==> config.mk <==
export PLATFORM = sky130hd
export DESIGN_NAME = single_wire_slot_signaling
export DESIGN_NICKNAME = d
export VERILOG_FILES = /design/src/single_wire_pkg.sv /design/src/bit_stream_if.sv /design/src/single_wire_slot_signaling.sv /design/src/two_entry_buf.sv
export SDC_FILE = /design/constraint.sdc
export NUM_CORES = 1
export LEC_CHECK = 0
export BUFFER_PORTS_ARGS = -buffer_cell sky130_fd_sc_hd__buf_2
export CORE_ASPECT_RATIO = 1.4
export CORE_UTILIZATION = 60
export DETAILED_ROUTE_END_ITERATION = 10
export GPL_TIMING_DRIVEN = 0
export PLACE_DENSITY = 0.79
export SLEW_MARGIN = 25
export SYNTH_ARGS = -nofsm -noshare
export SYNTH_HDL_FRONTEND = slang
export SYNTH_SLANG_ARGS = --single-unit
==> constraint.sdc <==
create_clock -name i_clk -period 4.2 [get_ports i_clk]
set_clock_uncertainty 0.15 [all_clocks]
set_input_delay 0 -clock i_clk [delete_from_list [all_inputs] [get_ports i_clk]]
set_output_delay 0 -clock i_clk [all_outputs]
set_load 0.05 [all_outputs]
==> src/single_wire_pkg.sv <==
// Purpose: Shared constants and types for the single-wire slot engine.
// Assumes: A 100 MHz system clock.
// Notes:   Bus times are held in microseconds; cycle counts derive from them.
package single_wire_pkg;
  localparam int CLK_PERIOD_NS = 10;
  localparam int NS_PER_US     = 1000;
  localparam int CYC_PER_US    = NS_PER_US / CLK_PERIOD_NS;
  localparam int US_W          = 10;
  localparam int BUF_DEPTH     = 2;

  // Bus timing in microseconds.
  localparam logic [US_W-1:0] RESET_LOW_MIN_US = 10'h1E0;
  // Reset is taken a little below the minimum pulse. A pulse of exactly the minimum
  // then still registers despite synchroniser delay and tick slip at state changes.
  localparam logic [US_W-1:0] RESET_DET_US     = 10'h1D6;
  localparam logic [US_W-1:0] PRES_WAIT_US     = 10'h01E;
  localparam logic [US_W-1:0] PRES_LOW_US      = 10'h078;
  localparam logic [US_W-1:0] WR_SAMPLE_US     = 10'h01E;
  localparam logic [US_W-1:0] RD_VALID_US      = 10'h00F;

  // Documented limits, used by the checks only.
  localparam int PRES_WAIT_MIN_US = 15;
  localparam int PRES_WAIT_MAX_US = 60;
  localparam int PRES_LOW_MIN_US  = 60;
  localparam int PRES_LOW_MAX_US  = 240;
  localparam int SAMPLE_MIN_US    = 15;
  localparam int SAMPLE_MAX_US    = 60;
  localparam int RD_HOLD_MAX_US   = 16;

  typedef enum logic [2:0] {
    ST_IDLE      = 3'b000,
    ST_WRITE     = 3'b001,
    ST_READ      = 3'b010,
    ST_SLOT_END  = 3'b011,
    ST_RST_LOW   = 3'b100,
    ST_PRES_WAIT = 3'b101,
    ST_PRES_LOW  = 3'b110
  } slot_state_t;
endpackage

==> src/bit_stream_if.sv <==
// Purpose: Valid/ready carrier between the slot engine and its buffer.
// Assumes: Both ends on the same clock.
// Notes:   A word moves on a cycle with valid and ready both high.
`timescale 1ns/1ps
interface bit_stream_if #(parameter int W = 1);
  logic         valid;
  logic         ready;
  logic [W-1:0] data;
  modport src (output valid, output data, input ready);
  modport snk (input valid, input data, output ready);
endinterface

==> src/single_wire_slot_signaling.sv <==
// Purpose: Slave-side bit engine of a single-wire open-drain bus.
// Assumes: Pullup outside; line sampled through two flip-flops.
// Notes:   Bytes and commands are handled by logic on the user side.
`timescale 1ns/1ps
module single_wire_slot_signaling
  import single_wire_pkg::*;
#(
  parameter int CYC_PER_US_P = single_wire_pkg::CYC_PER_US
) (
  // Clock and reset
  input  wire logic i_clk,
  input  wire logic i_rst_n,
  // Bus pin, open drain
  input  wire logic i_dq,
  output wire logic o_dq,
  output wire logic o_dq_oe,
  // Bits received in write slots
  output wire logic o_rx_valid,
  output wire logic o_rx_bit,
  input  wire logic i_rx_ready,
  output wire logic o_overrun,
  // Bits to send in read slots
  input  wire logic i_tx_valid,
  input  wire logic i_tx_bit,
  output wire logic o_tx_ready,
  // Operation status answer
  input  wire logic i_status_poll,
  input  wire logic i_op_busy,
  // Bus events
  output wire logic o_bus_reset,
  output wire logic o_presence
);
  import single_wire_pkg::*;

  localparam int PRE_W = (CYC_PER_US_P > 1) ? $clog2(CYC_PER_US_P) : 1;

  logic                dq_meta_ff;
  logic                dq_s_ff;
  logic                dq_d_ff;
  logic [PRE_W-1:0]    pre_ff;
  logic [US_W-1:0]     slot_us_ff;
  logic [US_W-1:0]     low_us_ff;
  slot_state_t         state_ff;
  slot_state_t         nxt_state;
  logic                rd_bit_ff;
  logic                bus_reset_ff;
  logic                overrun_ff;
  logic [16:0]         cyc_in_st_ff;
  wire                 tick;
  wire                 fall;
  wire                 st_chg;
  wire                 reset_seen;
  wire                 sample_go;
  wire                 start_read;

  bit_stream_if #(.W(1)) rx_in ();
  bit_stream_if #(.W(1)) rx_out ();

  // Pin synchroniser; the first stage feeds only the second.
  always_ff @(posedge i_clk or negedge i_rst_n) begin
    if (!i_rst_n) begin
      dq_meta_ff <= 1'b1;
      dq_s_ff    <= 1'b1;
      dq_d_ff    <= 1'b1;
    end else begin
      dq_meta_ff <= i_dq;
      dq_s_ff    <= dq_meta_ff;
      dq_d_ff    <= dq_s_ff;
    end
  end

  assign fall   = dq_d_ff & ~dq_s_ff;
  assign st_chg = (nxt_state != state_ff);
  assign tick   = (pre_ff == PRE_W'(CYC_PER_US_P - 1));

  // Prescaler restarts with each state so intervals start on the edge.
  always_ff @(posedge i_clk or negedge i_rst_n) begin
    if (!i_rst_n) begin
      pre_ff     <= '0;
      slot_us_ff <= '0;
    end else if (st_chg) begin
      pre_ff     <= '0;
      slot_us_ff <= '0;
    end else begin
      pre_ff <= tick ? '0 : pre_ff + 1'b1;
      if (tick && slot_us_ff != '1) slot_us_ff <= slot_us_ff + 1'b1;
    end
  end

  always_ff @(posedge i_clk or negedge i_rst_n) begin
    if (!i_rst_n) low_us_ff <= '0;
    else if (dq_s_ff) low_us_ff <= '0;
    else if (tick && low_us_ff != RESET_DET_US) low_us_ff <= low_us_ff + 1'b1;
  end

  // A reset pulse is recognised in any state but ST_RST_LOW; it cancels the slot in flight.
  assign reset_seen = !dq_s_ff && (low_us_ff == RESET_DET_US) && (state_ff != ST_RST_LOW);
  assign start_read = (state_ff == ST_IDLE) && fall && (i_tx_valid || i_status_poll);

  always_comb begin
    nxt_state = state_ff;
    unique case (state_ff)
      ST_IDLE: begin
        if (fall) nxt_state = start_read ? ST_READ : ST_WRITE;
      end
      ST_WRITE: begin
        if (slot_us_ff >= WR_SAMPLE_US) nxt_state = ST_SLOT_END;
      end
      ST_READ: begin
        if (slot_us_ff >= RD_VALID_US) nxt_state = ST_SLOT_END;
      end
      ST_SLOT_END: begin
        if (dq_s_ff) nxt_state = ST_IDLE;
      end
      ST_RST_LOW: begin
        if (dq_s_ff) nxt_state = ST_PRES_WAIT;
      end
      ST_PRES_WAIT: begin
        if (slot_us_ff >= PRES_WAIT_US) nxt_state = ST_PRES_LOW;
      end
      ST_PRES_LOW: begin
        if (slot_us_ff >= PRES_LOW_US) nxt_state = ST_SLOT_END;
      end
      default: nxt_state = ST_IDLE;
    endcase
    if (reset_seen) nxt_state = ST_RST_LOW;
  end

  always_ff @(posedge i_clk or negedge i_rst_n) begin
    if (!i_rst_n) state_ff <= ST_IDLE;
    else state_ff <= nxt_state;
  end

  always_ff @(posedge i_clk or negedge i_rst_n) begin
    if (!i_rst_n) rd_bit_ff <= 1'b1;
    else if (start_read) rd_bit_ff <= i_status_poll ? !i_op_busy : i_tx_bit;
  end

  assign o_tx_ready = start_read && !i_status_poll;

  assign sample_go  = (state_ff == ST_WRITE) && (nxt_state == ST_SLOT_END);
  assign rx_in.valid = sample_go & rx_in.ready;
  assign rx_in.data  = dq_s_ff;
  assign rx_out.ready = i_rx_ready;

  // A full buffer cannot stall the master, so the lost bit is flagged.
  always_ff @(posedge i_clk or negedge i_rst_n) begin
    if (!i_rst_n) begin
      overrun_ff   <= 1'b0;
      bus_reset_ff <= 1'b0;
    end else begin
      overrun_ff   <= sample_go & ~rx_in.ready;
      bus_reset_ff <= (state_ff == ST_RST_LOW) && (nxt_state == ST_PRES_WAIT);
    end
  end

  two_entry_buf #(.W(1), .DEPTH(BUF_DEPTH)) u_rx_buf (
    .i_clk   (i_clk),
    .i_rst_n (i_rst_n),
    .s_in    (rx_in),
    .s_out   (rx_out)
  );

  assign o_dq_oe    = ((state_ff == ST_READ) && !rd_bit_ff) || (state_ff == ST_PRES_LOW);
  assign o_dq       = 1'b0;
  assign o_presence = (state_ff == ST_PRES_LOW);
  assign o_bus_reset = bus_reset_ff;
  assign o_overrun  = overrun_ff;
  assign o_rx_valid = rx_out.valid;
  assign o_rx_bit   = rx_out.data[0];

  // Cycles spent in the current state, read by the checks below.
  always_ff @(posedge i_clk or negedge i_rst_n) begin
    if (!i_rst_n) cyc_in_st_ff <= '0;
    else if (st_chg) cyc_in_st_ff <= '0;
    else if (cyc_in_st_ff != '1) cyc_in_st_ff <= cyc_in_st_ff + 1'b1;
  end
endmodule

==> src/two_entry_buf.sv <==
// Purpose: Small FIFO between the slot engine and the bit consumer.
// Assumes: DEPTH of at least two.
// Notes:   Output data comes straight from the storage flip-flops.
`timescale 1ns/1ps
module two_entry_buf #(
  parameter int W     = 1,
  parameter int DEPTH = 2
) (
  // Clock and reset
  input  wire logic   i_clk,
  input  wire logic   i_rst_n,
  // Streams
  bit_stream_if.snk   s_in,
  bit_stream_if.src   s_out
);
  localparam int PTR_W = $clog2(DEPTH);
  localparam int CNT_W = $clog2(DEPTH + 1);

  logic [W-1:0]     mem_ff [DEPTH];
  logic [PTR_W-1:0] wr_ptr_ff;
  logic [PTR_W-1:0] rd_ptr_ff;
  logic [CNT_W-1:0] count_ff;
  wire              push;
  wire              pop;

  assign s_in.ready  = (count_ff != CNT_W'(DEPTH));
  assign s_out.valid = (count_ff != '0);
  assign s_out.data  = mem_ff[rd_ptr_ff];
  assign push        = s_in.valid & s_in.ready;
  assign pop         = s_out.valid & s_out.ready;

  function automatic logic [PTR_W-1:0] bump(input logic [PTR_W-1:0] p);
    bump = (p == PTR_W'(DEPTH - 1)) ? '0 : p + 1'b1;
  endfunction

  always_ff @(posedge i_clk or negedge i_rst_n) begin
    if (!i_rst_n) begin
      wr_ptr_ff <= '0;
      rd_ptr_ff <= '0;
      count_ff  <= '0;
    end else begin
      if (push) wr_ptr_ff <= bump(wr_ptr_ff);
      if (pop) rd_ptr_ff <= bump(rd_ptr_ff);
      if (push && !pop) count_ff <= count_ff + 1'b1;
      else if (pop && !push) count_ff <= count_ff - 1'b1;
    end
  end

  // Storage needs no reset; entries are only read once written.
  always_ff @(posedge i_clk) begin
    if (push) mem_ff[wr_ptr_ff] <= s_in.data;
  end
endmodule

Yosys cells after proc, flatten, opt, wreduce, memory -nomap -nowiden. Memory sizes are Yosys's and may differ from the RTL's. Index checks and enable logic that the tools add are counted. Widths: inputs -> output; s select.

$add $sub $neg: 7. Reductions and logical operators: 25. Bitwise gates (word level): 7. Magnitude comparators: 3. Eq/ne operators: 15. Multiplexer cells: 23.

Operators by type and width (count): $mux 10 (4); $mux 3 (8); $pmux 3 s7 (1); $add 10x1->10 const B (2); $mux 7 (2); $eq 3x3->1 const B (4); $logic_and 1x1->1 (12); $eq 10x9->1 const B (1); $ge 10x4->1 const B (1); $ge 10x5->1 const B (1); $ge 10x7->1 const B (1); $ne 10x10->1 const B (1); $ne 10x9->1 const B (1); $eq 3x2->1 const B (3); $reduce_bool 2->1 (4); $add 7x1->7 const B (1); $eq 7x7->1 const B (1); $logic_not 1->1 (6); $mux 2 (3); $and 1x1->1 (5); $mux 1 (5); $eq 3x1->1 const B (1); $logic_not 3->1 (1); $ne 3x3->1 (1); other kinds (7) (10).

Flip-flop bits (word level): 40. Output and inout port bits: 8. Word-level logic and storage cells: 94. Bits of input ports: 8. Bits in writable memories: 2. Memories: 1.

Memory list: u_rx_buf.mem_ff (depth 2, bits a word 1, rd ports 1, clocked after Yosys merged registers in 0, wr ports 1, RTL line two_entry_buf.sv:19) `logic [W-1:0] mem_ff [DEPTH];`.

Depth between registers and ports, before layout. Gate-level depths: netlist of run 1.

Word-level depth: 16. Mapped depth: 10. Mapped depth without buffers: 10.

Modules after synthesis. A second synthesis of run 1 with hierarchy kept.

Cell total of the unflattened synthesis: 242. Area total of the unflattened synthesis: 2481.1 um^2.

By module, submodules not included: single_wire_slot_signaling (area each 2198.4 um^2, times used 1, cells each 221, seq. area each 905.9 um^2); two_entry_buf (area each 282.8 um^2, times used 1, cells each 21, seq. area each 160.2 um^2).

Least setup slack after synthesis of run 1. Ideal clock, no wire load.

Path type: reg2reg. From: register dq_d_ff. To: register pre_ff[1]. Buffers on the path: 1. Arrival time: 2.023 ns. Data required time: 3.920 ns. Slack: 1.897 ns. Period minus slack after synthesis: 2.303 ns. Cell stages (with the launch flop): 7. Library setup time: 0.130 ns. Cell sequence: dfstp_2 > or4b_1 > a221oi_2 > a311oi_1 > a221oi_2 > buf_6 > nor4_2.

Longest elaborated chain between the ends: 9.

RTL lines: from (decl) (RTL line single_wire_slot_signaling.sv:39) `logic dq_d_ff;`; from (signal assigned) (RTL line single_wire_slot_signaling.sv:68) `dq_d_ff <= dq_s_ff;`; $and 1x1->1 (*) (RTL line single_wire_slot_signaling.sv:72) `assign fall = dq_d_ff & ~dq_s_ff;`; $logic_and 1x1->1 (2 in a row) (RTL line single_wire_slot_signaling.sv:98) `assign start_read = (state_ff == ST_IDLE) && fall && (i_tx_valid || i_status_poll);`; $mux 2 (RTL line single_wire_slot_signaling.sv:104) `if (fall) nxt_state = start_read ? ST_READ : ST_WRITE;`; $mux 3 (*) (RTL line single_wire_slot_signaling.sv:104); $pmux 3 s7 (*) (RTL line single_wire_slot_signaling.sv:102) `unique case (state_ff)`; $mux 3 (*) (RTL line single_wire_slot_signaling.sv:126) `if (reset_seen) nxt_state = ST_RST_LOW;`; $ne 3x3->1 (*) (RTL line single_wire_slot_signaling.sv:73) `assign st_chg = (nxt_state != state_ff);`; $mux 7 (*) (RTL line single_wire_slot_signaling.sv:81) `end else if (st_chg) begin`; to (signal assigned) (RTL line single_wire_slot_signaling.sv:85) `pre_ff <= tick ? '0 : pre_ff + 1'b1;`; to (decl) (RTL line single_wire_slot_signaling.sv:40) `logic [PRE_W-1:0] pre_ff;`.

Mark *: on every way between the ends. The rest lies on a longest branch, timed or not. A chain may end at the register's enable or synchronous reset.

Worst setup path in the final report of run 1.
From: register low_us_ff[0]. To: register pre_ff[6].

Longest elaborated chain between the ends: 6.

RTL lines: from (decl) (RTL line single_wire_slot_signaling.sv:42) `logic [US_W-1:0] low_us_ff;`; from (signal assigned) (RTL line single_wire_slot_signaling.sv:93) `else if (tick && low_us_ff != RESET_DET_US) low_us_ff <= low_us_ff + 1'b1;`; $eq 10x9->1 (RTL line single_wire_slot_signaling.sv:97) `assign reset_seen = !dq_s_ff && (low_us_ff == RESET_DET_US) && (state_ff != ST_RST_LOW);`; $logic_and 1x1->1 (2 in a row) (RTL line single_wire_slot_signaling.sv:97); $mux 3 (RTL line single_wire_slot_signaling.sv:126); $ne 3x3->1 (RTL line single_wire_slot_signaling.sv:73); $mux 7 (RTL line single_wire_slot_signaling.sv:81).

Every way passes these cells.

==> flow_metrics.py, run 1 <==
metrics = {
    "status": {
        "outcome": "complete, no violations",
    },
    "worst_setup_path": {
        "crit_start": "low_us_ff[0]",
        "crit_end": "pre_ff[6]",
        "arrival_ps": 2700,
        "crit_fanout": 10,
        "cpPeakStageDelay_ps": 620,
        "worstPathRequired_ps": 4230,
        "r2r_end": "pre_ff[6]",
        "worstPathCellList": "inv_1 -> ha_1 -> nor2b_1 -> nand4b_1 -> o21ai_0 -> o2bb2ai_1 -> buf_2 -> nor4_2",
        "critical_path.slowest_cell": "o2bb2ai_1",
        "crit_path_end_kind": "flip-flop",
        "cp-start-kind": "flip-flop",
        "reg2reg_from": "low_us_ff[0]",
        "reg2reg_setup_slack_ps": 1520,
        "path_class": "reg -> reg",
        "reg2reg_depth": 8,
    },
    "yosys": {
        "syn_nets": 253,
        "ys.flop_type": "dfrtp_1",
        "yosys.area.top_type": "dfrtp_1",
        "ys_ff_latch": 42,
        "synth_edf_count": 2,
        "synth_sequential_area_ratio": 0.446,
        "synth_warnings": 0,
        "synth_cell_types": 49,
        "synth_top_area_frac": 0.377,
        "synth_area_leaders": "dfrtp_1 (38%), nor4_2 (5.2%), xor2_1 (5.1%)",
        "synth.avg_cell_area_um2": 10.0,
        "netlist_area_um2": 2390,
        "async_flop_share": 0.952,
        "synth_cells": 239,
    },
    "worst_hold_path": {
        "min_path_type": "in -> reg",
        "min-delay-start": "i_tx_valid",
    },
    "sta": {
        "rsz0062_at_grt": "false",
        "setup_tns_ps": 0,
        "worst_pin_slew_ps": 868,
        "maxSlewHeadroom": 0.421,
        "max_freq_mhz": 374,
        "report.final.slew_viol_count": 0,
        "fin_crit_ps": 2680,
        "hold_viol": 0,
        "finalSetupViolCount": 0,
        "post-route-period-util": 0.637,
    },
    "die": {
        "num_rows": 26,
        "die_w_um": 55.3,
        "die-height_um": 76.7,
        "start_util": 0.639,
        "die-area_um2": 4240,
        "pin_count": 16,
        "coreArea_um2": 3740,
    },
    "layout": {
        "drive_gt1_frac": 0.195,
        "area_growth_pct": 12.0,
        "mostFrequentLayoutCells": "dfrtp_1 (36), nor2_1 (24), buf_2 (19), nand2_1 (19), xor2_1 (14)",
        "fin_nets": 279,
        "fillers": 289,
        "final_core_util": 0.715,
        "layout_commonest_cell": "dfrtp_1",
        "fin_cells": 308,
        "diodes": 0,
    },
    "cts": {
        "cts.sinks": 42,
        "clock_path_buffers": 2,
        "cts_hold_buf": 5,
        "postCtsSetupRepairBufs": 0,
        "insertion_delay_ps": 290,
        "cts_tree": "done",
        "clock-root-buffer": "clkbuf_8",
        "cts_buffers": 5,
        "cts.reportedPaths.clkPinSlew_ps": 80,
        "htreeDepth": 2,
        "cts_resized": 0,
    },
    "drt": {
        "drt_iter0_markers": 83,
        "ant_nets": 0,
        "wl_per_cell_um": 14.7,
        "wl_mm": 4.52,
        "via_per_inst": 6.08,
        "firstDrtPassIters": 4,
        "vias": 1874,
        "drc": 0,
    },
    "placed_design": {
        "hpwlAfterDp_mm": 3.17,
        "dp_cells": 295,
        "port_buffers": 14,
        "gp_congestion": 0.853,
    },
    "global_route": {
        "grt_pass1_vias": 1795,
        "antenna_found_initial": 0,
        "grt.total_usage": 0.234,
        "grt.overflow.total": 0,
        "grt_pass1_wl_mm": 7.98,
        "grt_max_degree": 41,
    },
    "power": {
        "leakage_uw": 0.00118,
        "cellPowerDensity_nw_per_um2": 281,
        "total_power_uw": 752,
        "ir_worst_vdd_mv": 0.389,
    },
    "flow_run": {
        "drv_cap": 0,
    },
}
## flip-flops by register name, indices dropped and copies added (netlist names)
name and flops:
state_ff 3, u_rx_buf.wr_ptr_ff 1, u_rx_buf.rd_ptr_ff 1, o_bus_reset 1, rd_bit_ff 1, u_rx_buf.count_ff 2, dq_s_ff 1, slot_us_ff 10
dq_meta_ff 1, pre_ff 7, o_overrun 1, u_rx_buf.mem_ff 2, dq_d_ff 1, low_us_ff 10
## logic make-up (layout without fill, tap and decap cells)
kind of cell	Yosys count	in the layout	share of synthesized area
AOI/OAI and AO/OA	31	31	0.0937
xor gates and xnor gates	24	24	0.0880
adders and majority gates	6	6	0.0314
buffers and inverters	21	48	0.0466
DFF	42	42	0.446
muxes	4	4	0.0178
other	1	1	0.00157
and+or+nand+nor	110	110	0.275
## cell type report
cell class / count / area, um^2 / share of cell area
Tap cell: 42 / 52.6 / 0.0196
Multi-Input combinational cell: 176 / 1210 / 0.453
Buffer: 11 / 73.8 / 0.0276
Timing Repair Buffer: 19 / 120 / 0.0449
Sequential cell: 42 / 1070 / 0.398
Inverter: 10 / 37.5 / 0.0140
Clock inverter: 3 / 45.0 / 0.0168
Clock buffer: 5 / 68.8 / 0.0257
## Yosys cell counts (2+ instances only)
library cell	count
dfrtp_1	36
nor2_1	24
nand2_1	19
xor2_1	14
nand3_1	12
inv_1	10
nor4_2	10
xnor2_1	10
a21oi_1	8
nor4_1	8
o21ai_0	7
ha_1	6
nor3_1	6
buf_2	5
nand4_1	5
dfstp_2	4
nor2b_1	4
a311oi_1	3
and3_1	3
buf_6	3
nand2b_1	3
nand4b_1	3
a221oi_2	2
clkbuf_1	2
edfxtp_1	2
mux2_2	2
mux2i_1	2
nor4bb_1	2
o211a_1	2
or2_2	2
or4_1	2
## report_power, final
part / switching (uW) / total, uW / internal (uW) / leakage (uW)
clock network: 142 / 318 / 177 / 0.0000504
registers: 1.86 / 411 / 409 / 0.000543
logic: 14.0 / 22.4 / 8.36 / 0.000581
## routing by layer
| metal | share of wire | global-route usage |
|---|---|---|
| met1 | 0.41 | 0.284 |
| met2 | 0.53 | 0.405 |
| met3 | 0.030 | 0.0422 |
| met4 | 0.025 | 0.100 |
| met5 | 0 | 0 |
## worst max-delay path, delay by kind of cell, from the launching register on
| family | cells | cell delay [ps] |
|---|---|---|
| DFF | 1 | 420 |
| buffers and inverters | 2 | 500 |
| and+or+nand+nor | 3 | 480 |
| AOI/OAI and AO/OA | 2 | 810 |
| adders and majority gates | 1 | 190 |
## stage by stage
stage,setup WS (ps),cell area [um^2],hold WS [ps]
finish,1520,2680,28.7
global route,1390,2680,70.4
CTS,1570,2680,15.9
detailed placement,1560,2510,-37.6
global placement,1610,2510,-45.5
floorplan,1900,2390,-446
## worst min path at each step
| stage | to | slack [ps] | cells after the start |
|---|---|---|---|
| 2_1_floorplan | low_us_ff[0] | -450 | 0 |
| 3_3_place_gp | dq_meta_ff | -50 | 1 |
| 3_5_place_dp | dq_meta_ff | -40 | 1 |
| 4_1_cts | rd_bit_ff | 20 | 4 |
| 5_1_grt | rd_bit_ff | 70 | 4 |
| 6_report | rd_bit_ff | 30 | 4 |
No activity file was read; power rests on OpenSTA's default activity.
==> run 2: changes to the inputs <==
ABC_AREA = 1   (was default)
clock period = 2.65 ns   (was 4.2 ns; I/O delays follow)
==> flow_metrics.py, run 2 <==
metrics = {
    "status": {
        "outcome": "complete, but fails checks",
        "violations": "design-rule violations",
    },
    "yosys": {
        "synth.avg_cell_area_um2": 8.20,
        "synth_edf_count": 2,
        "synth_top_family_by_area": "simple AND/OR/NAND/NOR gates",
        "syn_nets": 324,
        "synthSimpleGateAreaFrac": 0.363,
        "async_flop_share": 0.952,
        "synth_area_leaders": "dfrtp_1 (35%), nand2_1 (8.7%), nor2_1 (6.1%)",
        "synth_mux_area_frac": 0,
        "netlist_area_um2": 2540,
        "yosysMostFrequentCell": "nand2_1",
        "synth_sequential_area_ratio": 0.419,
        "synth_cell_types": 40,
        "synthAdderAreaFrac": 0.0295,
        "synth_cells": 310,
        "synth_compound_area_frac": 0.0413,
        "synth_warnings": 0,
        "ys_ff_latch": 42,
        "yosys.area.top_type": "dfrtp_1",
        "ys.flop_type": "dfrtp_1",
        "synth_xor_xnor_area_share": 0.0586,
        "netlist_top_cells_count": "nand2_1 (59), nor2_1 (41), dfrtp_1 (36), inv_1 (35), nand3_1 (19)",
        "synth_top_area_frac": 0.354,
    },
    "sta": {
        "finalSetupViolCount": 0,
        "hold_viol": 0,
        "maxSlewHeadroom": 0.402,
        "fin_crit_ps": 2410,
        "post-route-period-util": 0.911,
        "worst_pin_slew_ps": 897,
        "max_freq_mhz": 414,
        "report.final.slew_viol_count": 0,
        "setup_tns_ps": 0,
        "rsz0062_at_grt": "false",
    },
    "worst_setup_path": {
        "reg2reg_from": "low_us_ff[0]",
        "crit_fanout": 6,
        "path_class": "reg -> reg",
        "cp-start-kind": "flip-flop",
        "crit_path_end_kind": "flip-flop",
        "worstPathRequired_ps": 2670,
        "crit_start": "low_us_ff[0]",
        "arrival_ps": 2430,
    },
    "cts": {
        "htreeDepth": 2,
        "postCtsSetupRepairBufs": 0,
        "cts_buffers": 5,
        "clock_path_buffers": 2,
        "cts_tree": "done",
        "insertion_delay_ps": 290,
        "cts.reportedPaths.clkPinSlew_ps": 80,
        "clock-root-buffer": "clkbuf_8",
        "cts.sinks": 42,
    },
    "power": {
        "netSwitchingPower_uw": 874,
        "switching_share": 0.423,
        "cellPowerDensity_nw_per_um2": 738,
        "clockPowerShare": 0.192,
        "leakage_uw": 0.00132,
        "ir_worst_vdd_mv": 0.701,
        "internal_power_uw": 1190,
        "seqPwrFrac": 0.387,
        "combPwrFrac": 0.421,
    },
    "layout": {
        "diodes": 0,
        "largestRegisters": "low_us_ff: 10 flops, slot_us_ff: 10 flops, pre_ff: 7 flops",
        "fillers": 322,
        "fin_cells": 380,
        "area_growth_pct": 10.2,
        "layout_commonest_cell": "nand2_1",
        "mostFrequentLayoutCells": "nand2_1 (58), nor2_1 (41), dfrtp_1 (35)",
        "fin_nets": 350,
        "drive_gt1_frac": 0.220,
    },
    "drt": {
        "drt_iter0_markers": 61,
        "firstDrtPassIters": 7,
        "vias": 1961,
        "via_per_inst": 5.16,
        "wl_per_cell_um": 11.7,
        "ant_nets": 0,
        "drc": 2,
        "wl_mm": 4.44,
    },
    "die": {
        "die-height_um": 79.0,
        "start_util": 0.638,
        "die_w_um": 57.0,
        "pin_count": 16,
        "die-area_um2": 4510,
        "coreArea_um2": 3990,
        "num_rows": 27,
    },
    "global_route": {
        "grt_pass1_vias": 1998,
        "grt_pass1_wl_mm": 8.06,
        "grt_max_degree": 41,
        "grt.overflow.total": 0,
        "antenna_found_initial": 0,
        "grt.total_usage": 0.230,
    },
    "flow_run": {
        "drv_cap": 0,
    },
    "placed_design": {
        "port_buffers": 14,
        "hpwlAfterDp_mm": 3.21,
        "dp_cells": 367,
        "gp_congestion": 0.809,
    },
    "worst_hold_path": {
        "min-delay-start": "i_tx_valid",
        "min_path_type": "in -> reg",
    },
}
run 2: cell types whose count changed after synthesis, moves of 10 or more:
cell	change
nand2_1	+40
nor4_2	-10
nor2_1	+17
nor2_4	+13
inv_1	+25
run 2: worst max-delay path, cell delays in order, from the launching register on:
cell and delay [ps]:
dfrtp_2 450, inv_2 80, ha_1 140, nand2_1 50, nor2_1 120, nand3_2 140, nor2_4 120, inv_2 70
nand2_2 110, nor2_1 60, nand2_2 90, inv_1 50, ha_1 290, a21oi_1 110, o21ai_0 110, xor2_1 160
run 2: layout make-up:
cell class                      count  area, um^2  share of cell area
Multi-Input combinational cell    218        1260               0.449
Buffer                              4        43.8              0.0156
Tap cell                           43        53.8              0.0192
Clock inverter                      2        8.76             0.00313
Inverter                           46         176              0.0630
Clock buffer                        6        72.6              0.0259
Timing Repair Buffer               19         120              0.0429
Sequential cell                    42        1070               0.381
run 2: routing by layer:
metal,up-vias,track usage,share of wire,routed length (um)
li1,1019,-,-,-
met1,895,0.249,0.43,1920
met2,41,0.432,0.52,2310
met3,6,0.0537,0.037,164
met4,0,0.0732,0.011,51
met5,-,0,0,0
run 2: final timing paths:
check                                        to  slack [ps]  cells after the start
min reg2reg                             dq_s_ff         210                      0
max in group asynchronous          low_us_ff[0]        1520                      2
min in group asynchronous             pre_ff[4]         210                      2
max reg2reg                u_rx_buf.count_ff[1]         240                     15
max                        u_rx_buf.count_ff[1]         240                     15
min                                   rd_bit_ff          70                      6
run 2: stage by stage:
step	hold slack, ps	instance area (um^2)	total power (uW)	utilization	setup slack, ps
after floorplan	-446	2540	1530	-	393
after global placement	-44.8	2670	1660	0.669	219
after detailed placement	-43.7	2670	1680	0.669	147
after CTS	70.0	2800	2090	0.702	131
after global routing	93.6	2800	2220	0.703	14.0
final	70.3	2800	2070	0.703	237
run 2: cells by family after synthesis:
group | after synthesis
AOI/OAI and AO/OA | 19
xor gates and xnor gates | 17
adders and majority gates | 6
buffers and inverters | 50
DFF | 42
other | 1
and+or+nand+nor | 175
run 2: timing repair:
action / 4_1_cts / 5_1_grt
hold buffers: 5 / 0
gates resized for setup: 0 / 3
endpoints found under the hold margin: 39 / 0
endpoints found under the setup margin: 0 / 1
run 2: power by group through the flow:
stage	clock network (uW)	registers, uW	logic [uW]
finish	397	800	870
global route	434	810	973
CTS	412	799	880
detailed placement	0	811	870
global placement	0	808	853
floorplan	0	799	729
